### config.mk
export PLATFORM = sky130hd
export DESIGN_NAME = sfar_top
export DESIGN_NICKNAME = d
export VERILOG_FILES = /design/src/hw/sfar_pkg.sv /design/src/hw/sfar_top.sv
export SDC_FILE = /design/constraint.sdc
export NUM_CORES = 1
export LEC_CHECK = 0
export ABC_AREA = 1
export BUFFER_PORTS_ARGS = -buffer_cell sky130_fd_sc_hd__buf_2
export CELL_PAD_IN_SITES_DETAIL_PLACEMENT = 1
export CELL_PAD_IN_SITES_GLOBAL_PLACEMENT = 2
export CORE_ASPECT_RATIO = 1.75
export CORE_MARGIN = 5
export CORE_UTILIZATION = 27
export DETAILED_ROUTE_END_ITERATION = 12
export PLACE_DENSITY_LB_ADDON = 0.3
export RECOVER_POWER = 100
export SETUP_SLACK_MARGIN = 0.1
export SYNTH_ARGS = -nofsm -noshare
export SYNTH_HDL_FRONTEND = slang
export SYNTH_HIERARCHICAL = 1
export SYNTH_SLANG_ARGS = --single-unit
### constraint.sdc
create_clock -name clk_sys -period 3.37 [get_ports clk_sys]
set_input_delay 0.674 -clock clk_sys [delete_from_list [all_inputs] [get_ports clk_sys]]
set_output_delay 0.674 -clock clk_sys [all_outputs]
set_load 0.02 [all_outputs]
### src/hw/sfar_pkg.sv
`default_nettype none
package sfar_pkg;

   // ---------------------------------------------------------------
   // sizes
   // ---------------------------------------------------------------
   localparam int              ADDR_W     = 32;
   localparam int              WORD_W     = 16;  // one byte from each die
   localparam int              FIFO_DEPTH = 4;
   localparam int              PIN_W      = 10;  // cs, clock, eight io lines
   localparam int              A24_W      = 24;
   localparam int              BANK_W     = 7;
   localparam int              BANK_EXT   = 7;   // wide address enable bit
   localparam int              PIN_CS     = 9;
   localparam int              PIN_SCK    = 8;
   localparam logic [7:0]      BANK_RESET = 8'h00;
   localparam logic [ADDR_W-1:0] ADDR_LAST = 32'h01ff_ffff;

   // ---------------------------------------------------------------
   // opcodes and field values
   // ---------------------------------------------------------------
   localparam logic [7:0] OP_READ   = 8'h03;
   localparam logic [7:0] OP_READ_W = 8'h13;
   localparam logic [7:0] OP_FAST   = 8'h0b;
   localparam logic [7:0] OP_FAST_W = 8'h0c;
   localparam logic [7:0] OP_QOR    = 8'h6b;
   localparam logic [7:0] OP_QOR_W  = 8'h6c;
   localparam logic [7:0] OP_QIO    = 8'heb;
   localparam logic [7:0] OP_QIO_W  = 8'hec;
   localparam logic [7:0] OP_DQIO   = 8'hed;
   localparam logic [7:0] OP_DQIO_W = 8'hee;
   localparam logic [3:0] MODE_CONT_NIB = 4'ha;
   localparam logic [1:0] LC_NO_DUMMY   = 2'h3;

   // ---------------------------------------------------------------
   // edge counts
   // ---------------------------------------------------------------
   localparam logic [5:0] INSTR_LAST  = 6'h07;
   localparam logic [5:0] ADDR_SER_3  = 6'h17;
   localparam logic [5:0] ADDR_SER_4  = 6'h1f;
   localparam logic [5:0] ADDR_QUAD_3 = 6'h05;
   localparam logic [5:0] ADDR_QUAD_4 = 6'h07;
   localparam logic [5:0] DUMMY_NONE  = 6'h00;
   localparam logic [5:0] DUMMY_FAST  = 6'h08;
   localparam logic [5:0] DLP_CYCLES  = 6'h04;
   localparam logic [2:0] SER_LAST    = 3'h7;
   localparam logic [2:0] QUAD_LAST   = 3'h1;
   localparam logic [7:0] OE_SER      = 8'h22;
   localparam logic [7:0] OE_QUAD     = 8'hff;
   localparam logic [5:0] MIO_DUMMY [4] = '{6'h08, 6'h04, 6'h05, 6'h01};
   localparam logic [5:0] DDR_DUMMY [4] = '{6'h06, 6'h04, 6'h05, 6'h02};

   // ---------------------------------------------------------------
   // types
   // ---------------------------------------------------------------
   typedef enum logic [2:0] {
      ST_IDLE   = 3'h0,
      ST_INSTR  = 3'h1,
      ST_ADDR   = 3'h3,
      ST_MODE   = 3'h2,
      ST_DUMMY  = 3'h6,
      ST_DATA   = 3'h7,
      ST_IGNORE = 3'h5
   } sfar_state_e;

   typedef enum logic [1:0] {
      KIND_READ = 2'h0,
      KIND_FAST = 2'h1,
      KIND_QOR  = 2'h2,
      KIND_QIO  = 2'h3
   } sfar_kind_e;

   typedef struct packed {
      logic       ok;
      logic       wide;
      logic       ddr;
      sfar_kind_e kind;
   } sfar_cmd_s;

   // opcode to command class, unknown codes come back not ok
   function automatic sfar_cmd_s sfar_decode(input logic [7:0] op);
      sfar_cmd_s c;
      c = '{ok: 1'b1, wide: 1'b0, ddr: 1'b0, kind: KIND_READ};
      case (op)
         OP_READ:   c.kind = KIND_READ;
         OP_READ_W: c.wide = 1'b1;
         OP_FAST:   c.kind = KIND_FAST;
         OP_FAST_W: c = '{ok: 1'b1, wide: 1'b1, ddr: 1'b0, kind: KIND_FAST};
         OP_QOR:    c.kind = KIND_QOR;
         OP_QOR_W:  c = '{ok: 1'b1, wide: 1'b1, ddr: 1'b0, kind: KIND_QOR};
         OP_QIO:    c.kind = KIND_QIO;
         OP_QIO_W:  c = '{ok: 1'b1, wide: 1'b1, ddr: 1'b0, kind: KIND_QIO};
         OP_DQIO:   c = '{ok: 1'b1, wide: 1'b0, ddr: 1'b1, kind: KIND_QIO};
         OP_DQIO_W: c = '{ok: 1'b1, wide: 1'b1, ddr: 1'b1, kind: KIND_QIO};
         default:   c.ok = 1'b0;
      endcase
      return c;
   endfunction

   // dummy cycles from command class and latency code
   function automatic logic [5:0] sfar_dummy(input sfar_cmd_s c, input logic [1:0] lc);
      logic [5:0] n;
      case (c.kind)
         KIND_READ: n = DUMMY_NONE;
         KIND_FAST: n = (lc == LC_NO_DUMMY) ? DUMMY_NONE : DUMMY_FAST;
         default:   n = c.ddr ? DDR_DUMMY[lc] : MIO_DUMMY[lc];
      endcase
      return n;
   endfunction

endpackage
`default_nettype wire

### src/hw/sfar_top.sv
// What this block does
// - instruction arrives serially, one bit per rising serial clock edge.
// - 03h uses 3 or 4 address bytes per wide enable; 13h uses four.
// - plain and fast read return data on IO1 and IO5, one per die.
// - 0Bh uses 3 or 4 address bytes per wide enable; 0Ch uses four.
// - fast read waits zero or eight dummy cycles per latency code.
// - 6Bh uses 3 or 4 address bytes per wide enable; 6Ch uses four.
// - quad output drives a nibble per die on each falling edge.
// - address steps each byte and wraps to zero after the last.
// - 3-byte commands take high bits from bank register, reset zero.
// - bank register wide bit set forces 4-byte addresses on old opcodes.
// - quad I/O reads capture mode bits after the address.
// - anything presented during dummy cycles is ignored.
// - dummy count comes from latency code, counted fall to fall.
// - zero dummy means data starts on the fall ending address input.
// - double rate reads may drive an 8-edge learning pattern before data.
// - chip select high during data ends the read at once.
// - mode nibble A keeps continuous read; other values release at deselect.
`timescale 1ns/10ps
`default_nettype none

// ------------------------------------------------------------------
// small word fifo between array fetch and serializer
// ------------------------------------------------------------------
module sfar_fifo #(
   parameter int WIDTH = 16,
   parameter int DEPTH = 4
) (
   input  wire logic             clk_sys,
   input  wire logic             resetn,
   input  wire logic             flush,
   input  wire logic             inValid,
   output logic                  inReady,
   input  wire logic [WIDTH-1:0] inData,
   output logic                  outValid,
   input  wire logic             outReady,
   output logic      [WIDTH-1:0] outData
);
   localparam int PW = $clog2(DEPTH);
   localparam int CW = $clog2(DEPTH + 1);

   logic [WIDTH-1:0] mem_ff [DEPTH];
   logic [PW-1:0]    wrPtr_ff;
   logic [PW-1:0]    rdPtr_ff;
   logic [CW-1:0]    count_ff;
   wire              push = inValid & inReady;
   wire              pop  = outValid & outReady;

   // honest full and empty from the fill count
   assign inReady  = (count_ff != CW'(DEPTH));
   assign outValid = (count_ff != '0);
   assign outData  = mem_ff[rdPtr_ff];

   // storage, no reset needed on data
   always_ff @(posedge clk_sys) begin
      if (push) begin
         mem_ff[wrPtr_ff] <= inData;
      end
   end

   // pointers and count, flush wins over traffic
   always_ff @(posedge clk_sys) begin
      if (!resetn || flush) begin
         wrPtr_ff <= '0;
         rdPtr_ff <= '0;
         count_ff <= '0;
      end else begin
         if (push) begin
            wrPtr_ff <= (wrPtr_ff == PW'(DEPTH - 1)) ? '0 : wrPtr_ff + PW'(1);
         end
         if (pop) begin
            rdPtr_ff <= (rdPtr_ff == PW'(DEPTH - 1)) ? '0 : rdPtr_ff + PW'(1);
         end
         if (push && !pop) begin
            count_ff <= count_ff + CW'(1);
         end else if (pop && !push) begin
            count_ff <= count_ff - CW'(1);
         end
      end
   end
endmodule

// ------------------------------------------------------------------
// array read front end
// ------------------------------------------------------------------
module sfar_top (
   input  wire logic        clk_sys,
   input  wire logic        resetn,
   input  wire logic        sck,
   input  wire logic        csN,
   input  wire logic [7:0]  ioIn,
   output logic      [7:0]  ioOut,
   output logic      [7:0]  ioOe,
   input  wire logic [1:0]  latencyCode,
   input  wire logic        dlpEnable,
   input  wire logic [7:0]  dlpPattern,
   input  wire logic        bankLoad,
   input  wire logic [7:0]  bankData,
   output logic      [7:0]  bankValue,
   output logic             contMode,
   output logic             arrReq,
   output logic      [31:0] arrAddr,
   input  wire logic        arrValid,
   input  wire logic [15:0] arrData
);
   // ---------------------------------------------------------------
   // pin synchronisers and edge detection
   // ---------------------------------------------------------------
   logic [sfar_pkg::PIN_W-1:0] pinMeta_ff;
   logic [sfar_pkg::PIN_W-1:0] pinSync_ff;
   logic                       sckDly_ff;
   logic                       csDly_ff;

   // two flops on every pin; only the second stage is looked at
   always_ff @(posedge clk_sys) begin
      if (!resetn) begin
         pinMeta_ff <= {1'b1, {(sfar_pkg::PIN_W - 1){1'b0}}};
         pinSync_ff <= {1'b1, {(sfar_pkg::PIN_W - 1){1'b0}}};
         sckDly_ff  <= 1'b0;
         csDly_ff   <= 1'b1;
      end else begin
         pinMeta_ff <= {csN, sck, ioIn};
         pinSync_ff <= pinMeta_ff;
         sckDly_ff  <= pinSync_ff[sfar_pkg::PIN_SCK];
         csDly_ff   <= pinSync_ff[sfar_pkg::PIN_CS];
      end
   end

   wire       sckS    = pinSync_ff[sfar_pkg::PIN_SCK];
   wire       csS     = pinSync_ff[sfar_pkg::PIN_CS];
   wire [7:0] ioS     = pinSync_ff[7:0];
   wire       sckRise = sckS & ~sckDly_ff;
   wire       sckFall = ~sckS & sckDly_ff;
   wire       csRise  = csS & ~csDly_ff;
   wire       csFall  = ~csS & csDly_ff;

   // ---------------------------------------------------------------
   // command state
   // ---------------------------------------------------------------
   sfar_pkg::sfar_state_e state_ff;
   sfar_pkg::sfar_state_e nxt_state;
   sfar_pkg::sfar_cmd_s   cmd_ff;
   sfar_pkg::sfar_cmd_s   nxt_cmd;
   logic [5:0]            cnt_ff;
   logic [5:0]            nxt_cnt;
   logic [31:0]           shift_ff;
   logic [31:0]           nxt_shift;
   logic                  modeHit_ff;
   logic                  nxt_modeHit;
   logic                  contMode_ff;
   logic                  nxt_contMode;
   logic                  addrDone;
   logic [7:0]            bank_ff;

   // per command decode of widths and edges
   wire        quadIn   = (cmd_ff.kind == sfar_pkg::KIND_QIO);
   wire        quadOut  = (cmd_ff.kind == sfar_pkg::KIND_QOR) | quadIn;
   wire        wide4    = cmd_ff.wide | bank_ff[sfar_pkg::BANK_EXT];
   wire        capEdge  = sckRise | (cmd_ff.ddr & sckFall);
   wire [31:0] serBits  = {shift_ff[30:0], ioS[0]};
   wire [31:0] quadBits = {shift_ff[27:0], ioS[3:0]};
   wire [31:0] addrBits = quadIn ? quadBits : serBits;
   wire [5:0]  addrLast = quadIn ? (wide4 ? sfar_pkg::ADDR_QUAD_4 : sfar_pkg::ADDR_QUAD_3)
                                 : (wide4 ? sfar_pkg::ADDR_SER_4 : sfar_pkg::ADDR_SER_3);
   // bank bits fill the top of short addresses
   wire [31:0] startAddr = wide4 ? addrBits
                         : {1'b0, bank_ff[sfar_pkg::BANK_W-1:0], addrBits[sfar_pkg::A24_W-1:0]};
   wire sfar_pkg::sfar_cmd_s decoded = sfar_pkg::sfar_decode(serBits[7:0]);
   wire [5:0]  dumTarget = sfar_pkg::sfar_dummy(cmd_ff, latencyCode);
   wire        dumDone   = (cnt_ff == dumTarget);

   // next state of the command sequencer
   always_comb begin
      nxt_state    = state_ff;
      nxt_cmd      = cmd_ff;
      nxt_cnt      = cnt_ff;
      nxt_shift    = shift_ff;
      nxt_modeHit  = modeHit_ff;
      nxt_contMode = contMode_ff;
      addrDone     = 1'b0;
      if (csRise) begin
         nxt_state    = sfar_pkg::ST_IDLE;
         // only a completed mode phase keeps continuous read
         nxt_contMode = ((state_ff == sfar_pkg::ST_DUMMY) || (state_ff == sfar_pkg::ST_DATA))
                        && quadIn && modeHit_ff;
      end else if (csFall) begin
         nxt_cnt   = '0;
         nxt_shift = '0;
         nxt_state = contMode_ff ? sfar_pkg::ST_ADDR : sfar_pkg::ST_INSTR;
      end else begin
         case (state_ff)
            sfar_pkg::ST_INSTR: begin
               if (sckRise) begin
                  nxt_shift = serBits;
                  nxt_cnt   = cnt_ff + 6'h01;
                  if (cnt_ff == sfar_pkg::INSTR_LAST) begin
                     nxt_cmd   = decoded;
                     nxt_cnt   = '0;
                     nxt_state = decoded.ok ? sfar_pkg::ST_ADDR : sfar_pkg::ST_IGNORE;
                  end
               end
            end
            sfar_pkg::ST_ADDR: begin
               if (capEdge) begin
                  nxt_shift = addrBits;
                  nxt_cnt   = cnt_ff + 6'h01;
                  if (cnt_ff == addrLast) begin
                     addrDone  = 1'b1;
                     nxt_cnt   = '0;
                     nxt_state = quadIn ? sfar_pkg::ST_MODE : sfar_pkg::ST_DUMMY;
                  end
               end
            end
            sfar_pkg::ST_MODE: begin
               if (capEdge) begin
                  nxt_cnt = cnt_ff + 6'h01;
                  if (cnt_ff == '0) begin
                     nxt_modeHit = (ioS[3:0] == sfar_pkg::MODE_CONT_NIB);
                  end else begin
                     nxt_cnt   = '0;
                     nxt_state = sfar_pkg::ST_DUMMY;
                  end
               end
            end
            sfar_pkg::ST_DUMMY: begin
               // inputs unread; zero target leaves on first fall
               if (sckFall) begin
                  if (dumDone) begin
                     nxt_state = sfar_pkg::ST_DATA;
                  end else begin
                     nxt_cnt = cnt_ff + 6'h01;
                  end
               end
            end
            sfar_pkg::ST_IDLE, sfar_pkg::ST_DATA, sfar_pkg::ST_IGNORE: begin
               nxt_state = state_ff;
            end
            default: nxt_state = sfar_pkg::ST_IDLE;
         endcase
      end
   end

   // sequencer registers
   always_ff @(posedge clk_sys) begin
      if (!resetn) begin
         state_ff    <= sfar_pkg::ST_IDLE;
         cmd_ff      <= '0;
         cnt_ff      <= '0;
         shift_ff    <= '0;
         modeHit_ff  <= 1'b0;
         contMode_ff <= 1'b0;
      end else begin
         state_ff    <= nxt_state;
         cmd_ff      <= nxt_cmd;
         cnt_ff      <= nxt_cnt;
         shift_ff    <= nxt_shift;
         modeHit_ff  <= nxt_modeHit;
         contMode_ff <= nxt_contMode;
      end
   end

   // bank register, loadable and readable, resets to zero
   always_ff @(posedge clk_sys) begin
      if (!resetn) begin
         bank_ff <= sfar_pkg::BANK_RESET;
      end else if (bankLoad) begin
         bank_ff <= bankData;
      end
   end

   // ---------------------------------------------------------------
   // array fetch into the fifo
   // ---------------------------------------------------------------
   logic        fetchOn_ff;
   logic        inflight_ff;
   logic        arrReq_ff;
   logic [31:0] arrAddr_ff;
   logic        fifoInReady;
   logic        fifoOutValid;
   logic [15:0] fifoOut;
   logic        fifoPop;

   // one request in flight; full fifo stalls the next one
   wire issue   = fetchOn_ff & ~inflight_ff & ~arrReq_ff & fifoInReady & ~csRise;
   wire arrTake = arrValid & inflight_ff;

   always_ff @(posedge clk_sys) begin
      if (!resetn) begin
         fetchOn_ff  <= 1'b0;
         inflight_ff <= 1'b0;
         arrReq_ff   <= 1'b0;
         arrAddr_ff  <= '0;
      end else begin
         arrReq_ff <= issue;
         if (csRise) begin
            fetchOn_ff <= 1'b0;
         end else if (addrDone) begin
            fetchOn_ff <= 1'b1;
         end
         if (issue) begin
            inflight_ff <= 1'b1;
         end else if (arrValid) begin
            inflight_ff <= 1'b0;
         end
         // step per word, wrap after the top address
         if (addrDone) begin
            arrAddr_ff <= startAddr;
         end else if (arrTake) begin
            arrAddr_ff <= (arrAddr_ff == sfar_pkg::ADDR_LAST) ? '0 : arrAddr_ff + 32'h1;
         end
      end
   end

   // late answers after deselect are dropped, not queued
   sfar_fifo #(
      .WIDTH (sfar_pkg::WORD_W),
      .DEPTH (sfar_pkg::FIFO_DEPTH)
   ) u_fifo (
      .clk_sys  (clk_sys),
      .resetn   (resetn),
      .flush    (csRise),
      .inValid  (arrTake & fetchOn_ff),
      .inReady  (fifoInReady),
      .inData   (arrData),
      .outValid (fifoOutValid),
      .outReady (fifoPop),
      .outData  (fifoOut)
   );

   // ---------------------------------------------------------------
   // serializer and learning pattern
   // ---------------------------------------------------------------
   logic [2:0]  bitIdx_ff;
   logic [15:0] word_ff;
   logic [2:0]  dlpIdx_ff;
   logic [7:0]  ioOut_ff;
   logic [7:0]  ioOe_ff;
   logic [7:0]  nxt_ioOut;
   logic [7:0]  nxt_ioOe;

   wire        inData   = (state_ff == sfar_pkg::ST_DATA);
   wire        inDummy  = (state_ff == sfar_pkg::ST_DUMMY);
   wire        outGo    = ~csRise & ((inData & (sckFall | (cmd_ff.ddr & sckRise)))
                                   | (inDummy & sckFall & dumDone));
   wire [2:0]  lastIdx  = quadOut ? sfar_pkg::QUAD_LAST : sfar_pkg::SER_LAST;
   wire        wordNew  = (bitIdx_ff == '0);
   wire [15:0] curWord  = wordNew ? fifoOut : word_ff;
   wire [2:0]  serPos   = sfar_pkg::SER_LAST - bitIdx_ff;
   wire        hiNib    = ~bitIdx_ff[0];
   wire [3:0]  die0Nib  = hiNib ? curWord[7:4] : curWord[3:0];
   wire [3:0]  die1Nib  = hiNib ? curWord[15:12] : curWord[11:8];
   // pattern window covers the last four dummy cycles
   wire        dlpArm   = cmd_ff.ddr & dlpEnable & (dumTarget >= sfar_pkg::DLP_CYCLES)
                          & (cnt_ff >= dumTarget - sfar_pkg::DLP_CYCLES);
   wire        dlpFall  = inDummy & sckFall & ~dumDone & dlpArm;
   wire        dlpRise  = inDummy & sckRise & dlpIdx_ff[0];
   wire        dlpGo    = ~csRise & (dlpFall | dlpRise);
   wire        dlpBit   = dlpPattern[sfar_pkg::SER_LAST - dlpIdx_ff];

   assign fifoPop = outGo & wordNew & fifoOutValid;

   // output pin values and enables
   always_comb begin
      nxt_ioOut = ioOut_ff;
      nxt_ioOe  = ioOe_ff;
      if (csRise) begin
         nxt_ioOe = '0;
      end else if (dlpGo) begin
         nxt_ioOut = {8{dlpBit}};
         nxt_ioOe  = sfar_pkg::OE_QUAD;
      end else if (outGo && quadOut) begin
         // one nibble per die per edge
         nxt_ioOut = {die1Nib, die0Nib};
         nxt_ioOe  = sfar_pkg::OE_QUAD;
      end else if (outGo) begin
         // serial data on IO1 and IO5
         nxt_ioOut    = '0;
         nxt_ioOut[1] = curWord[serPos];
         nxt_ioOut[5] = curWord[{1'b1, serPos}];
         nxt_ioOe     = sfar_pkg::OE_SER;
      end
   end

   // serializer registers
   always_ff @(posedge clk_sys) begin
      if (!resetn) begin
         bitIdx_ff <= '0;
         word_ff   <= '0;
         dlpIdx_ff <= '0;
         ioOut_ff  <= '0;
         ioOe_ff   <= '0;
      end else begin
         ioOut_ff <= nxt_ioOut;
         ioOe_ff  <= nxt_ioOe;
         if (csRise || csFall) begin
            bitIdx_ff <= '0;
            dlpIdx_ff <= '0;
         end else begin
            if (outGo) begin
               bitIdx_ff <= (bitIdx_ff == lastIdx) ? '0 : bitIdx_ff + 3'h1;
            end
            if (outGo && wordNew) begin
               word_ff <= fifoOut;
            end
            if (dlpGo) begin
               dlpIdx_ff <= dlpIdx_ff + 3'h1;
            end
         end
      end
   end

   // ---------------------------------------------------------------
   // outputs, all registered
   // ---------------------------------------------------------------
   assign ioOut     = ioOut_ff;
   assign ioOe      = ioOe_ff;
   assign bankValue = bank_ff;
   assign contMode  = contMode_ff;
   assign arrReq    = arrReq_ff;
   assign arrAddr   = arrAddr_ff;

endmodule
`default_nettype wire

## Word-level counts from Yosys, hierarchy flattened

Memory sizes are Yosys's and may differ from the RTL's. A register that Yosys moved wholly into a read port is not among the register bits.
Index checks and enable logic that the tools add are counted.

- Register bits: 156
- Logic and storage cells: 247
- RAM bits: 64
- ROM bits: 0
- Input bits: 49
- Memories: 1
- Latch bits: 0
- Output and inout bits: 58

- Magnitude comparators: 6
- Multiplexer cells: 80
- Bitwise operators: 46
- Equal/unequal tests: 39
- Add/sub/neg operators: 11
- Reductions and logical operators: 39
- Shift operators: 0
- $mul: 0
- Div/mod/pow operators: 0

Memory list:

| name | depth | width | rd ports | clocked after memory_dff | wr ports | RTL line | source |
|---|---|---|---|---|---|---|---|
| u_fifo.mem_ff | 4 | 16 | 1 | 1 | 1 | sfar_top.sv:42 | `logic [WIDTH-1:0] mem_ff [DEPTH];` |

Operator list:

| kind | number |
|---|---|
| 32-bit 2-to-1 mux | 5 |
| 31-bit 2-to-1 mux | 3 |
| 6-bit 2-to-1 mux | 14 |
| 31-bit case mux with 2 select lines | 1 |
| 8-bit 2-to-1 mux | 6 |
| 3-bit 2-to-1 mux | 15 |
| 32-bit by 1-bit adder with 32-bit output, second input constant | 1 |
| 32-bit by 25-bit == test with 1-bit output, second input constant | 1 |
| 8-bit == test, second input constant | 4 |
| 3-bit != test, second input constant | 10 |
| 1-bit AND | 28 |
| 6-bit binary-select mux with 2-bit select | 2 |
| 6-bit case mux with 4 select lines | 1 |
| 8-bit by 4-bit == test with 1-bit output, second input constant | 2 |
| 8-bit by 7-bit == test with 1-bit output, second input constant | 2 |
| 16-bit 2-to-1 mux | 1 |
| 4-bit 2-to-1 mux | 4 |
| 1-bit 2-to-1 mux | 15 |
| 3-bit case mux with 5 select lines | 1 |
| 2-bit 2-to-1 mux | 6 |
| 6-bit case mux with 2 select lines | 1 |
| 1-bit NOT | 11 |
| 2-bit == test, second input constant | 5 |
| 5-bit AND reduction | 2 |
| other kinds (47) | 80 |

## Logic depth before layout (Yosys ltp)

- Depth after elaboration: 16
- Gate-level depth with buffers: 22

## By module

The synthesis kept the hierarchy.

Modules (own cells, without submodules):

| module | area each (sq um) | sequential area each (sq um) | cells an instance | times used |
|---|---|---|---|---|
| sfar_top | 8692.1 | 2702.6 | 1394 | 1 |
| sfar_fifo | 2959.1 | 2102.0 | 224 | 1 |

## Least setup slack after synthesis

Ideal clock, no wire load.

- Path type: input-to-reg
- Start: in latencyCode[0]
- End: reg u_fifo.count_ff[1]
- Buffers on the path: 1
- Cell stages on the path: 17
- Setup slack: -254 ps
- Data arrival time: 3509 ps
- Path through: inv_1 ha_1 nor2_1 nor2_1 ha_1 nor3_2 nand4_2 nand2_4 nand2_4 buf_2 nor3b_1 nand2_2 ha_1 inv_1 fa_1 o21ai_0 nor2_1

- Cells in the longest elaborated chain, start to end: 16
- Elaborated cells on any way between the ends: 23
- Classes of those cells: 2 x eq/ne; 10 x mux; 7 x bitwise; 4 x reduce/logical

Ends and longest elaborated chain:

| element | RTL line | source |
|---|---|---|
| start, declared | sfar_top.sv:94 | `input wire logic [1:0] latencyCode,` |
| 2-bit NOT with 3-bit output (not written as such) | sfar_pkg.sv:106 | `default: n = c.ddr ? DDR_DUMMY[lc] : MIO_DUMMY[lc];` |
| 6-bit binary-select mux with 2-bit select | sfar_pkg.sv:106 |  |
| 6-bit 2-to-1 mux (not written as such) (2 in a row) | sfar_pkg.sv:106 |  |
| 6-bit 2-to-1 mux | sfar_pkg.sv:106 |  |
| 6-bit case mux with 2 select lines (*) | sfar_pkg.sv:103 | `case (c.kind)` |
| 6-bit == test (*) | sfar_top.sv:170 | `wire dumDone = (cnt_ff == dumTarget);` |
| 1-bit AND (*) | sfar_top.sv:344 | `\| (inDummy & sckFall & dumDone));` |
| 1-bit bitwise OR (*) | sfar_top.sv:344 |  |
| 1-bit AND (*) | sfar_top.sv:343 | `wire outGo = ~csRise & ((inData & (sckFall \| (cmd_ff.ddr & sckRise)))` |
| 1-bit AND (*) (2 in a row) | sfar_top.sv:360 | `assign fifoPop = outGo & wordNew & fifoOutValid;` |
| via fifoPop | sfar_top.sv:281 | `logic fifoPop;` |
| 1-bit AND (*) | sfar_top.sv:47 | `wire pop = outValid & outReady;` |
| 1-bit zero test | sfar_top.sv:74 | `if (push && !pop) begin` |
| 1-bit logical AND | sfar_top.sv:74 |  |
| 3-bit 2-to-1 mux / 2-bit nonzero test (equally long branches) | n/a |  |
| end signal, assigned | sfar_top.sv:75 | `count_ff <= count_ff + CW'(1);` |
| end signal, assigned | sfar_top.sv:77 | `count_ff <= count_ff - CW'(1);` |
| end, declared | sfar_top.sv:45 | `logic [CW-1:0] count_ff;` |

Mark *: on every way through the listed nets, which the timed path passes. The rest lies on a longest branch. The select of a mux whose other input is x is not followed.
A chain may end at the register's enable or synchronous reset.

## Worst setup path after layout

- Start: reg cmd_ff[2] (netlist name)
- End: reg u_fifo.count_ff[1]

- Cells in the longest elaborated chain, start to end: 12
- Elaborated cells on any way between the ends: 17
- Classes of those cells: 1 x eq/ne; 3 x mux; 9 x bitwise; 4 x reduce/logical

Ends and longest elaborated chain:

| element | RTL line | source |
|---|---|---|
| start, declared | sfar_top.sv:142 | `sfar_pkg::sfar_cmd_s cmd_ff;` |
| start signal, assigned | sfar_top.sv:254 | `cmd_ff <= nxt_cmd;` |
| 6-bit 2-to-1 mux | sfar_pkg.sv:106 |  |
| 6-bit case mux with 2 select lines | sfar_pkg.sv:103 |  |
| 6-bit == test | sfar_top.sv:170 |  |
| 1-bit AND | sfar_top.sv:344 |  |
| 1-bit bitwise OR (*) | sfar_top.sv:344 |  |
| 1-bit AND (*) | sfar_top.sv:343 |  |
| 1-bit AND (*) (2 in a row) | sfar_top.sv:360 |  |
| via fifoPop | sfar_top.sv:281 |  |
| 1-bit AND (*) | sfar_top.sv:47 |  |
| 1-bit zero test | sfar_top.sv:74 |  |
| 1-bit logical AND | sfar_top.sv:74 |  |
| 3-bit 2-to-1 mux / 2-bit nonzero test (equally long branches) | n/a |  |

Mark *: on every way through the listed nets, which the timed path passes. The rest lies on a longest branch.

==> flow_metrics.tcl <==
set metrics [dict create \
    minimum_clock_period_ns 2.965 \
    synth-main-ff-cell "sky130_fd_sc_hd__dfxtp_1" \
    instances_no_fill 2285 \
    vias_per_inst 4.811 \
    fin_skew_ns 0.01981 \
    fp-row-count 100 \
    post-place-ws_ns -0.1627 \
    ant_nets 0 \
    timing.final.max_slew_violations 0 \
    maximum_level_of_the_cts_h_tree 1 \
    postSynthNetCount 1691 \
    critical_path_required_ns 3.80 \
    fraction_of_synthesized_cell_area_taken_by_the_top_area_cell_type_pct 24.74 \
    ys_top_cells_by_area "sky130_fd_sc_hd__dfxtp_1 25%, sky130_fd_sc_hd__edfxtp_1 16%, sky130_fd_sc_hd__nand2_1 11%" \
    critPathKind "flip-flop to flip-flop" \
    timing_hold_violations_final 0 \
    placed_area_um2 12820 \
    final_cell_mix "337 x sky130_fd_sc_hd__nand2_1, 231 x sky130_fd_sc_hd__nor2_1, 180 x sky130_fd_sc_hd__inv_1" \
    drtIter0Drc 407 \
    power-per-cell-area_nw_per_um2 487.5 \
    final.fill_count 5359 \
    place_inst 2243 \
    first_pass_iteration_count_of_the_detailed_router 4 \
    clock_path_buffers 3 \
    cts-root-buf "sky130_fd_sc_hd__clkbuf_16" \
    leakage_nw 5.402 \
    cellInternalPower_w 0.004516 \
    post_synthesis_async_set_or_reset_flop_share_pct 0 \
    transition_time_at_the_pin_with_the_least_slew_margin_ns 1.394 \
    max-slew-margin-rel_pct 7.079 \
    route.vias.total 10990 \
    worst_setup_path_start_kind "flip-flop" \
    port_buffer_cells 102 \
    synth_enable_flop_cells 64 \
    stdcell_area_um2 13400 \
    overflow 0 \
    ys.warnings.count 6 \
    power_frac_clock_pct 38.7 \
    post_synth.cell_area_avg_um2 7.201 \
    cts.clk_slew.worst_paths_ns 0.06 \
    num_io_pins 107 \
    chipWidth_um 167.0 \
    initial_util_pct 27.31 \
    worst_setup_path_end_kind "flip-flop" \
    syn_area_um2 11650 \
    gr-usage-all-layers_pct 16.69 \
    drcViolationCount 0 \
    netlist.top_cell.by_area "sky130_fd_sc_hd__dfxtp_1" \
    postRouteWirelength_mm 40.57 \
    die_h_um 284.8 \
    nNetsFinal 1780 \
    worst_ir_drop_vdd_v 0.0004103 \
    drive_gt1_share_pct 8.817 \
    first_global_vias 11700 \
    cts_setup_buffers 0 \
    pwr-share-comb_pct 17.3 \
    synth_seq_cells 208 \
    wire_length_of_the_first_global_routing_pass_mm 63.83 \
    netlist-cell-type-count 51 \
    cts_hold_buf 0 \
    timing.critical_path.fanout_max 5 \
    cts_tree "built" \
    clock.fmax_mhz 337.2 \
    dr_wl_cell_um 17.75 \
    fp.dieArea_um2 47570 \
    fin_worst_hold_slack_ns 0.3236 \
    final_critical_path_setup_slack_ns 0.4045 \
    unrepaired_setup_endpoints_after_global_routing "no" \
    share_seq_of_total_power_pct 44.1 \
    status "finished clean" \
    post_cts_resized 0 \
    worstSkewPairLatency_ns 0.54 \
    antenna_violations_before_repair 1 \
    worstHoldPathType "input port to flip-flop" \
    clock_sinks 208 \
    grt_start_max_net_pins 64 \
    area_growth_synth_to_finish_pct 14.97 \
    finalWeightedCongestion 0.8329 \
    power.net_switching_w 0.002013 \
    floorplan.core_area_um2 42670 \
    arrival_ns 3.40 \
    insertedDiodeCount 0 \
    share_of_the_yosys_chip_area_belonging_to_registers_pct 41.24 \
    drv_cap 0 \
    most_common_library_cell_in_the_layout_ignoring_fill_and_taps "sky130_fd_sc_hd__nand2_1" \
    postSynthCellCount 1618 \
    finalPower_w 0.006530 \
    period_share_pct 88.00 \
    cts_inserted_buffers 23 \
    post-dp-hpwl_mm 31.15 \
    setup-violations-final 0 \
    swShare_pct 30.83 \
]
## critical path, stage by stage (launching register included)
cell and delay [ns]:
sky130_fd_sc_hd__dfxtp_1 0.41, sky130_fd_sc_hd__inv_1 0.16, sky130_fd_sc_hd__o21ai_0 0.17, sky130_fd_sc_hd__a21oi_1 0.06
sky130_fd_sc_hd__ha_1 0.28, sky130_fd_sc_hd__nand2_1 0.07, sky130_fd_sc_hd__nor3_2 0.18, sky130_fd_sc_hd__nand4_1 0.19
sky130_fd_sc_hd__nand2_4 0.13, sky130_fd_sc_hd__nand2_4 0.06, sky130_fd_sc_hd__nor3b_4 0.21, sky130_fd_sc_hd__nand2_2 0.11
sky130_fd_sc_hd__ha_4 0.17, sky130_fd_sc_hd__inv_2 0.06, sky130_fd_sc_hd__fa_1 0.41, sky130_fd_sc_hd__o21ai_1 0.13
sky130_fd_sc_hd__nor2_1 0.06
## per-layer routing
layer,GRT usage [%],vias up,share of wire (%)
li1,-,5512,-
met2,35.42,154,58
met4,5.855,0,3.2
met1,16.00,5278,36
met5,0,-,0
met3,1.788,50,2.6
## area by class of cell
type	count	area, um^2	share of cell area, %
clock buffers	28	624.3	4.661
well taps	561	701.9	5.240
repair buffers	147	710.7	5.305
inverters	195	748.2	5.586
flip-flops and latches	208	4805	35.87
multi-input cells	1132	5684	42.43
clock inverters	14	121.4	0.9060
## power groups by stage
stage	Combinational (W)	Sequential (W)	Clock [W]
CTS	0.00116	0.00288	0.00263
detailed placement	0.00115	0.00293	0
global placement	0.00113	0.00293	0
finish	0.00113	0.00288	0.00253
floorplan	0.000852	0.00289	0
global route	0.00129	0.00290	0.00273
## state kept, by name, summed over array words and instances (netlist names), 6 cells and up, named ones only
name,cells
arrAddr,32
ioOut,8
pinMeta_ff,6
pinSync_ff,6
u_fifo/mem_ff,64
cnt_ff,6
word_ff,16
bankValue,8
shift_ff,31
## through the flow
stage	setup TNS [ns]	util, %
finish	0	31.40
CTS	0	31.79
floorplan	0	-
global route	0	31.40
detailed placement	-0.2338	30.04
global placement	-0.1102	30.04
## kinds of logic after synthesis
logic type	Yosys count	synth area share [%]
simple gates	762	28.14
flops	208	41.24
buf+inv	278	10.23
xor+xnor	27	2.030
compound gates	318	15.64
fa+ha+maj	24	2.642
mux	1	0.08591
## cell usage after synthesis (18+ instances only)
cell	number
sky130_fd_sc_hd__o21ai_0	103
sky130_fd_sc_hd__nor3_1	18
sky130_fd_sc_hd__o211ai_1	19
sky130_fd_sc_hd__nand4_1	55
sky130_fd_sc_hd__edfxtp_1	64
sky130_fd_sc_hd__ha_1	23
sky130_fd_sc_hd__nand2_1	338
sky130_fd_sc_hd__clkbuf_1	35
sky130_fd_sc_hd__nand3_1	88
sky130_fd_sc_hd__a211oi_1	26
sky130_fd_sc_hd__o21ai_1	25
sky130_fd_sc_hd__inv_1	180
sky130_fd_sc_hd__a21oi_1	101
sky130_fd_sc_hd__nor2_1	233
sky130_fd_sc_hd__buf_2	22
sky130_fd_sc_hd__xor2_1	20
sky130_fd_sc_hd__dfxtp_1	144
## path summary, 6_finish.rpt
| kind | to | startpoint | slack [ns] | cells past startpoint |
|---|---|---|---|---|
| min reg2reg | pinSync_ff[3] | pinMeta_ff[3] | 0.41 | 2 |
| min | pinMeta_ff[1] | ioIn[1] | 0.32 | 3 |
| max reg2reg | u_fifo/count_ff[1] | cmd_ff[2] | 0.40 | 16 |
| max | u_fifo/count_ff[1] | cmd_ff[2] | 0.40 | 16 |
(Power assumes the default switching activity.)
